## config.mk

```make
export PLATFORM = sky130hd
export DESIGN_NAME = frst_top
export DESIGN_NICKNAME = d
export VERILOG_FILES = /design/src/logic/frst_pkg.sv /design/src/logic/frst_top.sv
export SDC_FILE = /design/constraint.sdc
export NUM_CORES = 1
export LEC_CHECK = 0
export ABC_AREA = 1
export BUFFER_PORTS_ARGS = -buffer_cell sky130_fd_sc_hd__buf_4
export CORE_UTILIZATION = 50
export CTS_CLUSTER_SIZE = 24
export DETAILED_ROUTE_END_ITERATION = 6
export PLACE_DENSITY = 0.8
export SLEW_MARGIN = 20
export SYNTH_ARGS = -nofsm -noshare
export SYNTH_HDL_FRONTEND = slang
export SYNTH_SLANG_ARGS = --single-unit
```

## constraint.sdc

```tcl
create_clock -name i_sys_clk -period 3.7 [get_ports i_sys_clk]
set_input_delay 0.74 -clock i_sys_clk [delete_from_list [all_inputs] [get_ports i_sys_clk]]
set_output_delay 0.74 -clock i_sys_clk [all_outputs]
set_load 0.005 [all_outputs]
```

## src/logic/frst_pkg.sv

```systemverilog
// Package with constants, types and the behaviour list of the fault report and self-test block.
// Behaviour
// - Enable regulators while logic enable or ignition enable is high.
// - Ignition enable status output follows the ignition enable input.
// - Power-good reset low while core, rail A or buck is out of regulation.
// - Fault flag low while any other fault exists.
// - On a fault, diagnostic output pulses with equal high and low times.
// - Diagnostic frequencies 102, 204, 409 and 512 kHz identify the fault.
// - Switch node or diode short to ground holds diagnostic output low.
// - Startup runs detector self-test; failures are readable over the bus.
// - Undervoltage test forces each comparator; a state change latches verify bit.
// - Undervoltage verification fails if any of seven verify bits is low.
// - Overvoltage test drives each comparator; a state change latches verify bit.
// - Overvoltage verification fails if any of seven verify bits is low.
// - Startup stimulates overtemperature; fault flag active and verify bit latched.
// - After overtemperature test fault flag clears; verify bit held until reset.
// - Compare sensed power-on enable with demand; mismatch flags fault, clears match.
// - Thermal shutdown turns regulators off and drives all fault outputs low.
package frst_pkg;
  localparam int          CLK_HZ        = 100_000_000;
  localparam int          FREQ_CP_HZ    = 102_000;
  localparam int          FREQ_PRE_HZ   = 204_000;
  localparam int          FREQ_DIO_HZ   = 409_000;
  localparam int          FREQ_BUCK_HZ  = 512_000;
  // Half period in cycles, rounded down.
  localparam logic [9:0]  HALF_CP       = 10'(CLK_HZ / (2 * FREQ_CP_HZ));
  localparam logic [9:0]  HALF_PRE      = 10'(CLK_HZ / (2 * FREQ_PRE_HZ));
  localparam logic [9:0]  HALF_DIO      = 10'(CLK_HZ / (2 * FREQ_DIO_HZ));
  localparam logic [9:0]  HALF_BUCK     = 10'(CLK_HZ / (2 * FREQ_BUCK_HZ));
  localparam int          NRAIL         = 7;
  localparam logic [3:0]  TEST_WAIT     = 4'hF;
  // Bit order of the seven tested rails.
  localparam int          RAIL_PRE      = 0;
  localparam int          RAIL_CORE     = 1;
  localparam int          RAIL_A        = 2;
  localparam int          RAIL_B        = 3;
  localparam int          RAIL_PROT     = 4;
  localparam int          RAIL_XCVR     = 5;
  localparam int          RAIL_BUCK     = 6;
  // APB map.
  localparam logic [11:0] ADDR_CTRL     = 12'h000;
  localparam logic [11:0] ADDR_STATUS   = 12'h004;
  localparam logic [11:0] ADDR_VERIFY0  = 12'h008;
  localparam logic [11:0] ADDR_VERIFY1  = 12'h00C;
  localparam logic [11:0] ADDR_IRQ_STAT = 12'h010;
  localparam logic [11:0] ADDR_IRQ_MASK = 12'h014;
  localparam logic [3:0]  IRQ_RESET     = 4'h0;
  localparam logic        CTRL_RESET    = 1'b1;
  // Interrupt event bits.
  localparam int          EV_DONE       = 0;
  localparam int          EV_FAIL       = 1;
  localparam int          EV_FAULT      = 2;
  localparam int          EV_MISMATCH   = 3;

  typedef enum logic [2:0] {ST_UV, ST_OV, ST_OT, ST_DONE} frst_state_type;

  typedef struct packed {
    logic [NRAIL-1:0] uv;
    logic [NRAIL-1:0] ov;
    logic             cp_ov;
    logic             pre_ov2;
    logic             diode_open;
    logic             short_gnd;
    logic             other;
    logic             overtemp;
  } frst_det_type;

  typedef struct packed {
    logic [NRAIL-1:0] uv;
    logic [NRAIL-1:0] ov;
    logic             overtemp;
  } frst_stim_type;

  typedef struct packed {
    logic        psel;
    logic        penable;
    logic        pwrite;
    logic [11:0] paddr;
    logic [31:0] pwdata;
  } frst_apb_req_type;

  typedef struct packed {
    frst_state_type   state;
    logic [3:0]       wait_cnt;
    logic [2:0]       rail;
    logic [NRAIL-1:0] uv_ver;
    logic [NRAIL-1:0] ov_ver;
    logic             ot_ver;
    logic             test_flag;
    logic             done;
    logic             poe_demand;
    logic             poe_out;
    logic             match;
    logic [9:0]       div_cnt;
    logic             fault_code_pulse_out;
    logic             reg_en;
    logic             ign_stat;
    logic             pgood_n;
    logic             fault_n;
    logic             en_ctrl;
    logic [3:0]       irq_stat;
    logic [3:0]       irq_mask;
    logic             irq;
    logic             pready;
    logic             pslverr;
    logic [31:0]      prdata;
  } frst_state_all_type;
endpackage : frst_pkg

```

## src/logic/frst_top.sv

```systemverilog
// Fault reporting, startup self-test and enable logic with an APB register slave.
//
// Register access over APB and the address map were chosen for this implementation.
`timescale 1ns/1ns
module frst_top
  import frst_pkg::*;
(
  input  wire logic             i_sys_clk,
  input  wire logic             i_nrst,
  input  wire logic             i_logic_enable_in,
  input  wire logic             i_ignition_enable_in,
  input  wire frst_det_type     i_det,
  input  wire logic             i_power_on_enable_sense,
  input  wire logic             i_power_on_enable_request,
  input  wire frst_apb_req_type i_apb,
  output logic                  o_regulator_enable,
  output logic                  o_ignition_enable_status,
  output logic                  o_power_good_reset_n,
  output logic                  o_fault_flag_n,
  output logic                  o_fault_code_pulse_out,
  output logic                  o_power_on_enable_out,
  output frst_stim_type         o_stim,
  output logic                  o_irq,
  output logic                  o_pready,
  output logic                  o_pslverr,
  output logic [31:0]           o_prdata
);
  frst_state_all_type r;
  frst_state_all_type next_r;
  frst_stim_type      stim;
  frst_det_type       det_q;

  function automatic logic [9:0] half_period(input frst_det_type d);
    if (d.cp_ov) begin
      half_period = HALF_CP;
    end else if (d.pre_ov2) begin
      half_period = HALF_PRE;
    end else if (d.diode_open) begin
      half_period = HALF_DIO;
    end else begin
      half_period = HALF_BUCK;
    end
  endfunction : half_period

  logic overtemp_shutdown;
  logic code_fault;
  logic any_fault;
  logic pg_bad;
  logic wr;
  logic rd;
  logic [3:0] events;
  logic [31:0] rdata;
  logic        addr_ok;

  assign overtemp_shutdown = i_det.overtemp & (r.state == ST_DONE);
  assign code_fault = i_det.cp_ov | i_det.pre_ov2 | i_det.diode_open | i_det.ov[RAIL_BUCK];
  assign pg_bad = r.done & (i_det.uv[RAIL_CORE] | i_det.ov[RAIL_CORE] | i_det.uv[RAIL_A]
                  | i_det.ov[RAIL_A] | i_det.uv[RAIL_BUCK] | i_det.ov[RAIL_BUCK]);
  assign any_fault = r.test_flag | !r.match | (r.done & (code_fault | i_det.short_gnd
                     | i_det.other | (|i_det.uv) | (|i_det.ov)));
  assign wr = i_apb.psel & i_apb.penable & i_apb.pwrite;
  assign rd = i_apb.psel & !i_apb.penable & !i_apb.pwrite;
  assign det_q = i_det;

  always_comb begin
    stim = '0;
    if (r.state == ST_UV) begin
      stim.uv[r.rail] = 1'b1;
    end
    if (r.state == ST_OV) begin
      stim.ov[r.rail] = 1'b1;
    end
    stim.overtemp = (r.state == ST_OT);
  end

  always_comb begin
    addr_ok = 1'b1;
    case (i_apb.paddr)
      ADDR_CTRL:     rdata = {31'h0, r.en_ctrl};
      ADDR_STATUS:   rdata = {26'h0, !(r.uv_ver == '1 && r.ov_ver == '1 && r.ot_ver),
                              r.done, r.match, r.poe_demand, r.test_flag, overtemp_shutdown};
      ADDR_VERIFY0:  rdata = {23'h0, r.ov_ver[0], r.uv_ver, r.ot_ver};
      ADDR_VERIFY1:  rdata = {26'h0, r.ov_ver[NRAIL-1:1]};
      ADDR_IRQ_STAT: rdata = {28'h0, r.irq_stat};
      ADDR_IRQ_MASK: rdata = {28'h0, r.irq_mask};
      default: begin
        rdata = 32'h0;
        addr_ok = 1'b0;
      end
    endcase
  end

  always_comb begin
    next_r = r;
    events = '0;
    // Test sequence: one rail at a time, each held for 16 cycles while a set detector bit is latched.
    case (r.state)
      ST_UV, ST_OV: begin
        if (r.state == ST_UV && det_q.uv[r.rail]) begin
          next_r.uv_ver[r.rail] = 1'b1;
        end
        if (r.state == ST_OV && det_q.ov[r.rail]) begin
          next_r.ov_ver[r.rail] = 1'b1;
        end
        next_r.wait_cnt = r.wait_cnt + 4'h1;
        if (r.wait_cnt == TEST_WAIT) begin
          next_r.wait_cnt = '0;
          next_r.rail = r.rail + 3'h1;
          if (r.rail == 3'(NRAIL - 1)) begin
            next_r.rail = '0;
            next_r.state = (r.state == ST_UV) ? ST_OV : ST_OT;
          end
        end
      end
      ST_OT: begin
        next_r.test_flag = 1'b1;
        if (det_q.overtemp) begin
          next_r.ot_ver = 1'b1;
        end
        next_r.wait_cnt = r.wait_cnt + 4'h1;
        if (r.wait_cnt == TEST_WAIT) begin
          next_r.test_flag = 1'b0;
          next_r.done = 1'b1;
          next_r.state = ST_DONE;
          events[EV_DONE] = 1'b1;
          // Verify fails if any bit is still low after the sequence.
          events[EV_FAIL] = !(r.uv_ver == '1 && r.ov_ver == '1
                              && (r.ot_ver | det_q.overtemp));
        end
      end
      ST_DONE: next_r.state = ST_DONE;
      default: next_r.state = ST_UV;
    endcase

    next_r.poe_demand = i_power_on_enable_request & !pg_bad & !overtemp_shutdown;
    next_r.poe_out = next_r.poe_demand & !overtemp_shutdown;
    next_r.match = (i_power_on_enable_sense == r.poe_out);
    events[EV_MISMATCH] = r.match & !next_r.match;

    // Diagnostic pulse train: toggles every half period of the selected code.
    if (overtemp_shutdown || (r.done && i_det.short_gnd) || !(r.done && code_fault)) begin
      next_r.fault_code_pulse_out = 1'b0;
      next_r.div_cnt = '0;
    end else if (r.div_cnt >= half_period(i_det) - 10'h1) begin
      next_r.div_cnt = '0;
      next_r.fault_code_pulse_out = !r.fault_code_pulse_out;
    end else begin
      next_r.div_cnt = r.div_cnt + 10'h1;
    end

    next_r.reg_en = r.en_ctrl & (i_logic_enable_in | i_ignition_enable_in) & !overtemp_shutdown;
    next_r.ign_stat = i_ignition_enable_in;
    next_r.pgood_n = !(pg_bad | overtemp_shutdown);
    next_r.fault_n = !(any_fault | overtemp_shutdown);
    events[EV_FAULT] = r.fault_n & !next_r.fault_n;

    // APB: one wait-free access, pready in the access phase.
    next_r.pready = rd | (i_apb.psel & !i_apb.penable & i_apb.pwrite);
    next_r.pslverr = next_r.pready & !addr_ok;
    if (rd) begin
      next_r.prdata = rdata;
    end
    if (wr && r.pready && addr_ok) begin
      if (i_apb.paddr == ADDR_CTRL) begin
        next_r.en_ctrl = i_apb.pwdata[0];
      end
      if (i_apb.paddr == ADDR_IRQ_MASK) begin
        next_r.irq_mask = i_apb.pwdata[3:0];
      end
      if (i_apb.paddr == ADDR_IRQ_STAT) begin
        next_r.irq_stat = r.irq_stat & ~i_apb.pwdata[3:0];
      end
    end
    next_r.irq_stat = next_r.irq_stat | events;
    // A set mask bit hides its status bit from the interrupt line.
    next_r.irq = |(next_r.irq_stat & ~next_r.irq_mask);
  end

  always_ff @(posedge i_sys_clk or negedge i_nrst) begin
    if (!i_nrst) begin
      r          <= '0;
      r.state    <= ST_UV;
      r.match    <= 1'b1;
      r.pgood_n  <= 1'b0;
      r.fault_n  <= 1'b1;
      r.en_ctrl  <= CTRL_RESET;
      r.irq_mask <= IRQ_RESET;
    end else begin
      r <= next_r;
    end
  end

  assign o_regulator_enable       = r.reg_en;
  assign o_ignition_enable_status = r.ign_stat;
  assign o_power_good_reset_n     = r.pgood_n;
  assign o_fault_flag_n           = r.fault_n;
  assign o_fault_code_pulse_out   = r.fault_code_pulse_out;
  assign o_power_on_enable_out    = r.poe_out;
  assign o_stim                   = stim;
  assign o_irq                    = r.irq;
  assign o_pready                 = r.pready;
  assign o_pslverr                = r.pslverr;
  assign o_prdata                 = r.prdata;

  logic       cp_prev;
  logic [9:0] cp_len;

  // Length of the current high half of the charge pump code, counted only from a rising edge,
  // so that a high run begun under another code is not judged.
  always_ff @(posedge i_sys_clk or negedge i_nrst) begin
    if (!i_nrst) begin
      cp_prev <= 1'b0;
      cp_len  <= 10'h000;
    end else begin
      cp_prev <= r.fault_code_pulse_out;
      if (!(r.done && i_det.cp_ov && !overtemp_shutdown && !i_det.short_gnd) || !r.fault_code_pulse_out) begin
        cp_len <= 10'h000;
      end else if (!cp_prev) begin
        cp_len <= 10'h001;
      end else if (cp_len != 10'h000) begin
        cp_len <= cp_len + 10'h001;
      end
    end
  end
endmodule : frst_top

```

==> results.ini, run 1 <==
[grt]
grt_overflow = 0
grt_antenna_before_repair = 0
grt_pass1_wl_um = 14530
grt_use_total_pct = 24.17
grt_max_degree = 65
grt_pass1_vias = 3241

[sta]
hold_violations = 0
max_slew_margin_pct = 46.06
finalCritPeriodShare_pct = 74.16
timing.hold.ws_ps = 479.5
rsz0062_at_grt = false
finalSetupTns_ps = 0
slew_viol_final = 0
skew_ps = 2.978
tightest_slew_ps = 809.1
setup_viol = 0
fin_crit_ps = 2744
max_freq_ghz = 0.3644

[floorplanning]
fp.coreArea_um2 = 7292
fp-row-count = 31
die-area_um2 = 7919
fp.dieW_um = 88.99
die_y_um = 88.99
initial_core_util_pct = 51.89
pin_count = 129

[logic_synthesis]
yosys_warnings = 0
avgSynthCellArea_um2 = 7.659
synth_xor_area_share_pct = 0.9259
synth_area_leaders = dfrtp_1, nand2_1, inv_1
yosys.area.top_type_share_pct = 40.34
muxShareOfSynthArea_pct = 0
synth_area_um2 = 3784
synth_ff_type = dfrtp_1
ys_seq_elements = 64
yosys.area_share.adder_pct = 3.638
synth_compound_area_share_pct = 11.31
synth_cell_types = 44
synth-edff-count = 0
synth_top_family_by_area = simple AND/OR/NAND/NOR gates
yosysTopAreaCell = dfrtp_1
synthSimpleGateAreaFrac_pct = 27.18
ys_async_sr_fraction_pct = 100.0
yosysSeqAreaShare_pct = 42.43
synthCells = 494

[pwr]
p_leak_uw = 0.002408
cellPowerDensity_nw_per_um2 = 328.3
vdd_drop_max_mv = 0.1905

[finish]
diodes = 0
mostFrequentLayoutCells = nand2_1, buf_4, inv_1, nor2_1, dfrtp_1
fin_nets = 653
final_common_cell = nand2_1
syn2layout_area_growth_pct = 19.51
drive_above_1_share_pct = 20.56

[critical_path]
cp.arrival_ps = 2970
worst-path-max-fanout = 12
crit_start = i_det[4]
crit_family = simple AND/OR/NAND/NOR gates
cpPeakStageDelay_ps = 420
worstPathCellList = buf_4 > inv_1 > a21oi_1 > inv_1 > ha_1 > o31ai_1 > ha_1 > nand2_1 > o21ai_0 > a21oi_1 > nand4_1 > nor3b_1
end_kind = register
crit_path_start_kind = primary input
timing.rr.start = r[54]
crit_buf_inv = 3
crit_slowest_cell = nand4_1
cp.required_ps = 3930
critPathKind = in -> reg

[route]
top_layer = met4
drt-met1-wl_um = 3668
met3_length_um = 409
ant_nets = 0
vias = 3420
drt_iter0_drc = 205
wire_per_inst_um = 13.28
drt-vias-per-instance = 5.082
drt_pass1_iterations = 4
wl_um = 8940
wl_met2_um = 4667
drc_errors = 0

[clock_network]
clk_pin_slew_worst_paths_ps = 60
post-cts-setup-buffers = 0
clockRootBuffer = clkbuf_8
cts_sinks = 64
worstSkewPairLatency_ps = 330
cts-htree-levels = 3
ctsLongestPathBuffers = 2
cts_tree = yes
cts-resized-gates = 0
numCtsBuffers = 9
hold_buffers = 0

[place]
gp_congestion = 0.8651
portBuffers = 77
hpwl_um = 6803

[flow_run]
cap_violations = 0

[run_status]
status = finished, final reports clean

[worst_hold_path]
hold_class = in -> async

power breakdown:
| group | switching, uW | internal (uW) |
|---|---|---|
| clock | 262 | 398 |
| sequential | 3.54 | 707 |
| combinational | 62.9 | 51.8 |
| total | 328 | 1160 |
cell families after synthesis:
kind of cell    Yosys count
simple gates            231
buf+inv                 111
compound gates           72
flops                    64
fa+ha+maj                11
xor+xnor                  4
other cells               1
synthesized netlist by cell type (4+ instances only):
cell and instances:
nor3b_1 7, o21ai_0 35, buf_4 34, nand2_2 5, a21oi_1 10, nand3_1 24
ha_1 11, nand4_1 5, dfrtp_1 61, nor2_1 67, o31ai_1 4, nand2_1 98
nor2_2 6, nor3_1 8, inv_1 70
final cells by class:
type,instances,area [um2]
fillers,650,2770
multi-input cells,342,1719
inverters,75,281.5
flip-flops and latches,64,1605
well taps,99,123.9
repair buffers,77,578.1
clock inverters,3,65.06
clock buffers,13,148.9
sequential cells by signal, summed over array words and instances, names as in the netlist:
| register | flops |
|---|---|
| o_power_good_reset_n | 1 |
| o_pslverr | 1 |
| o_prdata | 9 |
| r | 47 |
| o_pready | 1 |
| o_irq | 1 |
| o_ignition_enable_status | 1 |
| o_regulator_enable | 1 |
| o_fault_code_pulse_out | 1 |
| o_fault_flag_n | 1 |
final timing paths:
kind	slack, ps	depth (start not counted)	to
worst max-delay path	960	12	r[52]
worst max register to register	1690	6	r[52]
max in group asynchronous	2680	1	o_prdata[4]
worst min register to register	480	2	r[69]
min in group i_sys_clk	480	2	r[69]
worst min-delay path	480	1	o_fault_code_pulse_out
metrics by stage:
stage          util [%]  power, uW  instance area (um2)  worst slack (ps)  cells
6_report          62.01       1484                 4522             955.9    673
5_1_grt           62.01       1549                 4522             687.7    673
4_1_cts           62.01       1494                 4522             917.8    673
3_5_place_dp      59.08      838.5                 4308             583.8    657
3_3_place_gp      59.08      834.0                 4308             721.6    657
2_1_floorplan         -      784.0                 3870              1236    517
routing by layer:
metal  global-route usage (%)  vias up
li1                         -     1677
met1                    29.20     1620
met2                    42.66      104
met3                    4.063       19
met4                    10.53        0
met5                        0        -
(Power assumes the default switching activity.)
==> run 2, diff against run 1 <==
--- a/config.mk
+++ b/config.mk
@@ -7,10 +7,10 @@
 export LEC_CHECK = 0
 export ABC_AREA = 1
 export BUFFER_PORTS_ARGS = -buffer_cell sky130_fd_sc_hd__buf_4
-export CORE_UTILIZATION = 50
+export CORE_UTILIZATION = 46
 export CTS_CLUSTER_SIZE = 24
 export DETAILED_ROUTE_END_ITERATION = 6
-export PLACE_DENSITY = 0.8
+export PLACE_DENSITY = 0.77
 export SLEW_MARGIN = 20
 export SYNTH_ARGS = -nofsm -noshare
 export SYNTH_HDL_FRONTEND = slang
==> constraint.sdc (replaced) <==
create_clock -name i_sys_clk -period 2.4 [get_ports i_sys_clk]
set_input_delay 0.48 -clock i_sys_clk [delete_from_list [all_inputs] [get_ports i_sys_clk]]
set_output_delay 0.48 -clock i_sys_clk [all_outputs]
set_load 0.005 [all_outputs]
==> results.ini, run 2 (same netlist as run 1, synthesis figures left out) <==
[sta]
setup_viol = 0
setup_ws_ps = 135.0
rsz0062_at_grt = false
tightest_slew_ps = 826.4
hold_violations = 0
skew_ps = 8.388
finalCritPeriodShare_pct = 94.38
fin_crit_ps = 2265
max_freq_ghz = 0.4415
slew_viol_final = 0
max_slew_margin_pct = 44.91
timing.hold.ws_ps = 205.9

[critical_path]
end_kind = output pin
crit_path_start_kind = register
cp.required_ps = 1920
r2r_slack_ps = 650
crit_start = r[80]
worst-path-max-fanout = 9
ff2ff_path_depth = 8
timing.rr.start = r[79]
reg2reg_to = r[65]
cp.arrival_ps = 1790
critPathKind = reg -> out

[flow_run]
cap_violations = 0

[route]
vias = 3475
drt_pass1_iterations = 6
drt-vias-per-instance = 5.073
ant_nets = 0
wire_per_inst_um = 13.14
drc_errors = 0
wl_um = 8998
drt_iter0_drc = 213

[finish]
fin_nets = 662
syn2layout_area_growth_pct = 21.96
top_register = r
mostFrequentLayoutCells = nand2_1, buf_4, inv_1, nor2_1, dfrtp_1
drive_above_1_share_pct = 22.13
largest_reg_flops = 47
diodes = 0
final.fill_count = 752
final_common_cell = nand2_1

[clock_network]
ctsLongestPathBuffers = 2
clk_pin_slew_worst_paths_ps = 70
numCtsBuffers = 9
post-cts-setup-buffers = 0
cts_tree = yes
hold_buffers = 0
worstSkewPairLatency_ps = 340
cts_sinks = 64
clockRootBuffer = clkbuf_8
cts-resized-gates = 0
cts-htree-levels = 3

[grt]
use_met3_pct = 2.463
grt_max_degree = 65
grt_use_total_pct = 21.98
grt_overflow = 0
grt_pass1_vias = 3310
met1_usage_pct = 27.70
grt_pass1_wl_um = 14820
grtUsageMet2_pct = 37.65
gr-max-usage-layer = met2
grt_antenna_before_repair = 0

[place]
gp_congestion = 0.9204
hpwl_um = 6909
portBuffers = 77
preCtsSetupSlack_ps = -120.1

[floorplanning]
fp.dieW_um = 92.70
die_y_um = 92.70
fp-row-count = 32
die-area_um2 = 8592
pin_count = 129
fp.coreArea_um2 = 7848
initial_core_util_pct = 48.21

[pwr]
p_seq_share_pct = 45.8
p_int_uw = 1862
pwr-share-comb_pct = 7.8
p_leak_uw = 0.002460
cellPowerDensity_nw_per_um2 = 517.9
power_frac_clock_pct = 46.4
p_sw_uw = 527.6
p_sw_share_pct = 22.08
total_power_uw = 2390
vdd_drop_max_mv = 0.3624

[worst_hold_path]
hold_class = in -> async

[run_status]
status = finished, final reports clean

[run 2: per-layer routing]
metal  part of all wire (%)  vias up
met2                     48      125
li1                       -     1702
met4                    2.8        0
met5                      0        -
met3                    5.0       26
met1                     44     1622
[run 2: worst max path at each step]
stage | depth (start not counted) | end | slack (ps)
floorplan | 12 | r[51] | 200
global placement | 12 | r[51] | -40
detailed placement | 12 | r[52] | -120
CTS | 7 | o_stim[7] | 160
global route | 13 | r[52] | 0.8
finish | 7 | o_stim[7] | 130
[run 2: through the flow]
| step | utilization (%) | instances | instance area [um2] | setup TNS [ps] |
|---|---|---|---|---|
| after floorplan | - | 517 | 3870 | 0 |
| after global placement | 55.80 | 669 | 4379 | -219.2 |
| after detailed placement | 55.80 | 669 | 4379 | -713.7 |
| after CTS | 58.80 | 685 | 4614 | 0 |
| after global routing | 58.80 | 685 | 4614 | 0 |
| final | 58.80 | 685 | 4614 | 0 |
[run 2: cell type report]
class / instances / area (um2) / share of cell area [%]
clock buffer: 10 / 127.6 / 2.766
clock inverter: 6 / 107.6 / 2.332
inverter: 75 / 281.5 / 6.101
multi-input combinational: 342 / 1719 / 37.26
sequential: 64 / 1605 / 34.79
tap: 102 / 127.6 / 2.766
timing repair buffer: 86 / 645.6 / 13.99
[run 2: power groups by stage]
stage,clock network (uW),registers [uW],logic (uW)
after floorplan,0,1110,94.7
after global placement,0,1110,182
after detailed placement,0,1120,186
after CTS,1120,1090,188
after global routing,1180,1090,210
final,1110,1090,186
[run 2: critical path, cell delays in order, from the launching register on]
cell	delay (ps)
dfrtp_1	490
inv_1	100
nor2_2	140
inv_1	80
nor2_1	190
inv_1	190
nor2_1	140
buf_4	120
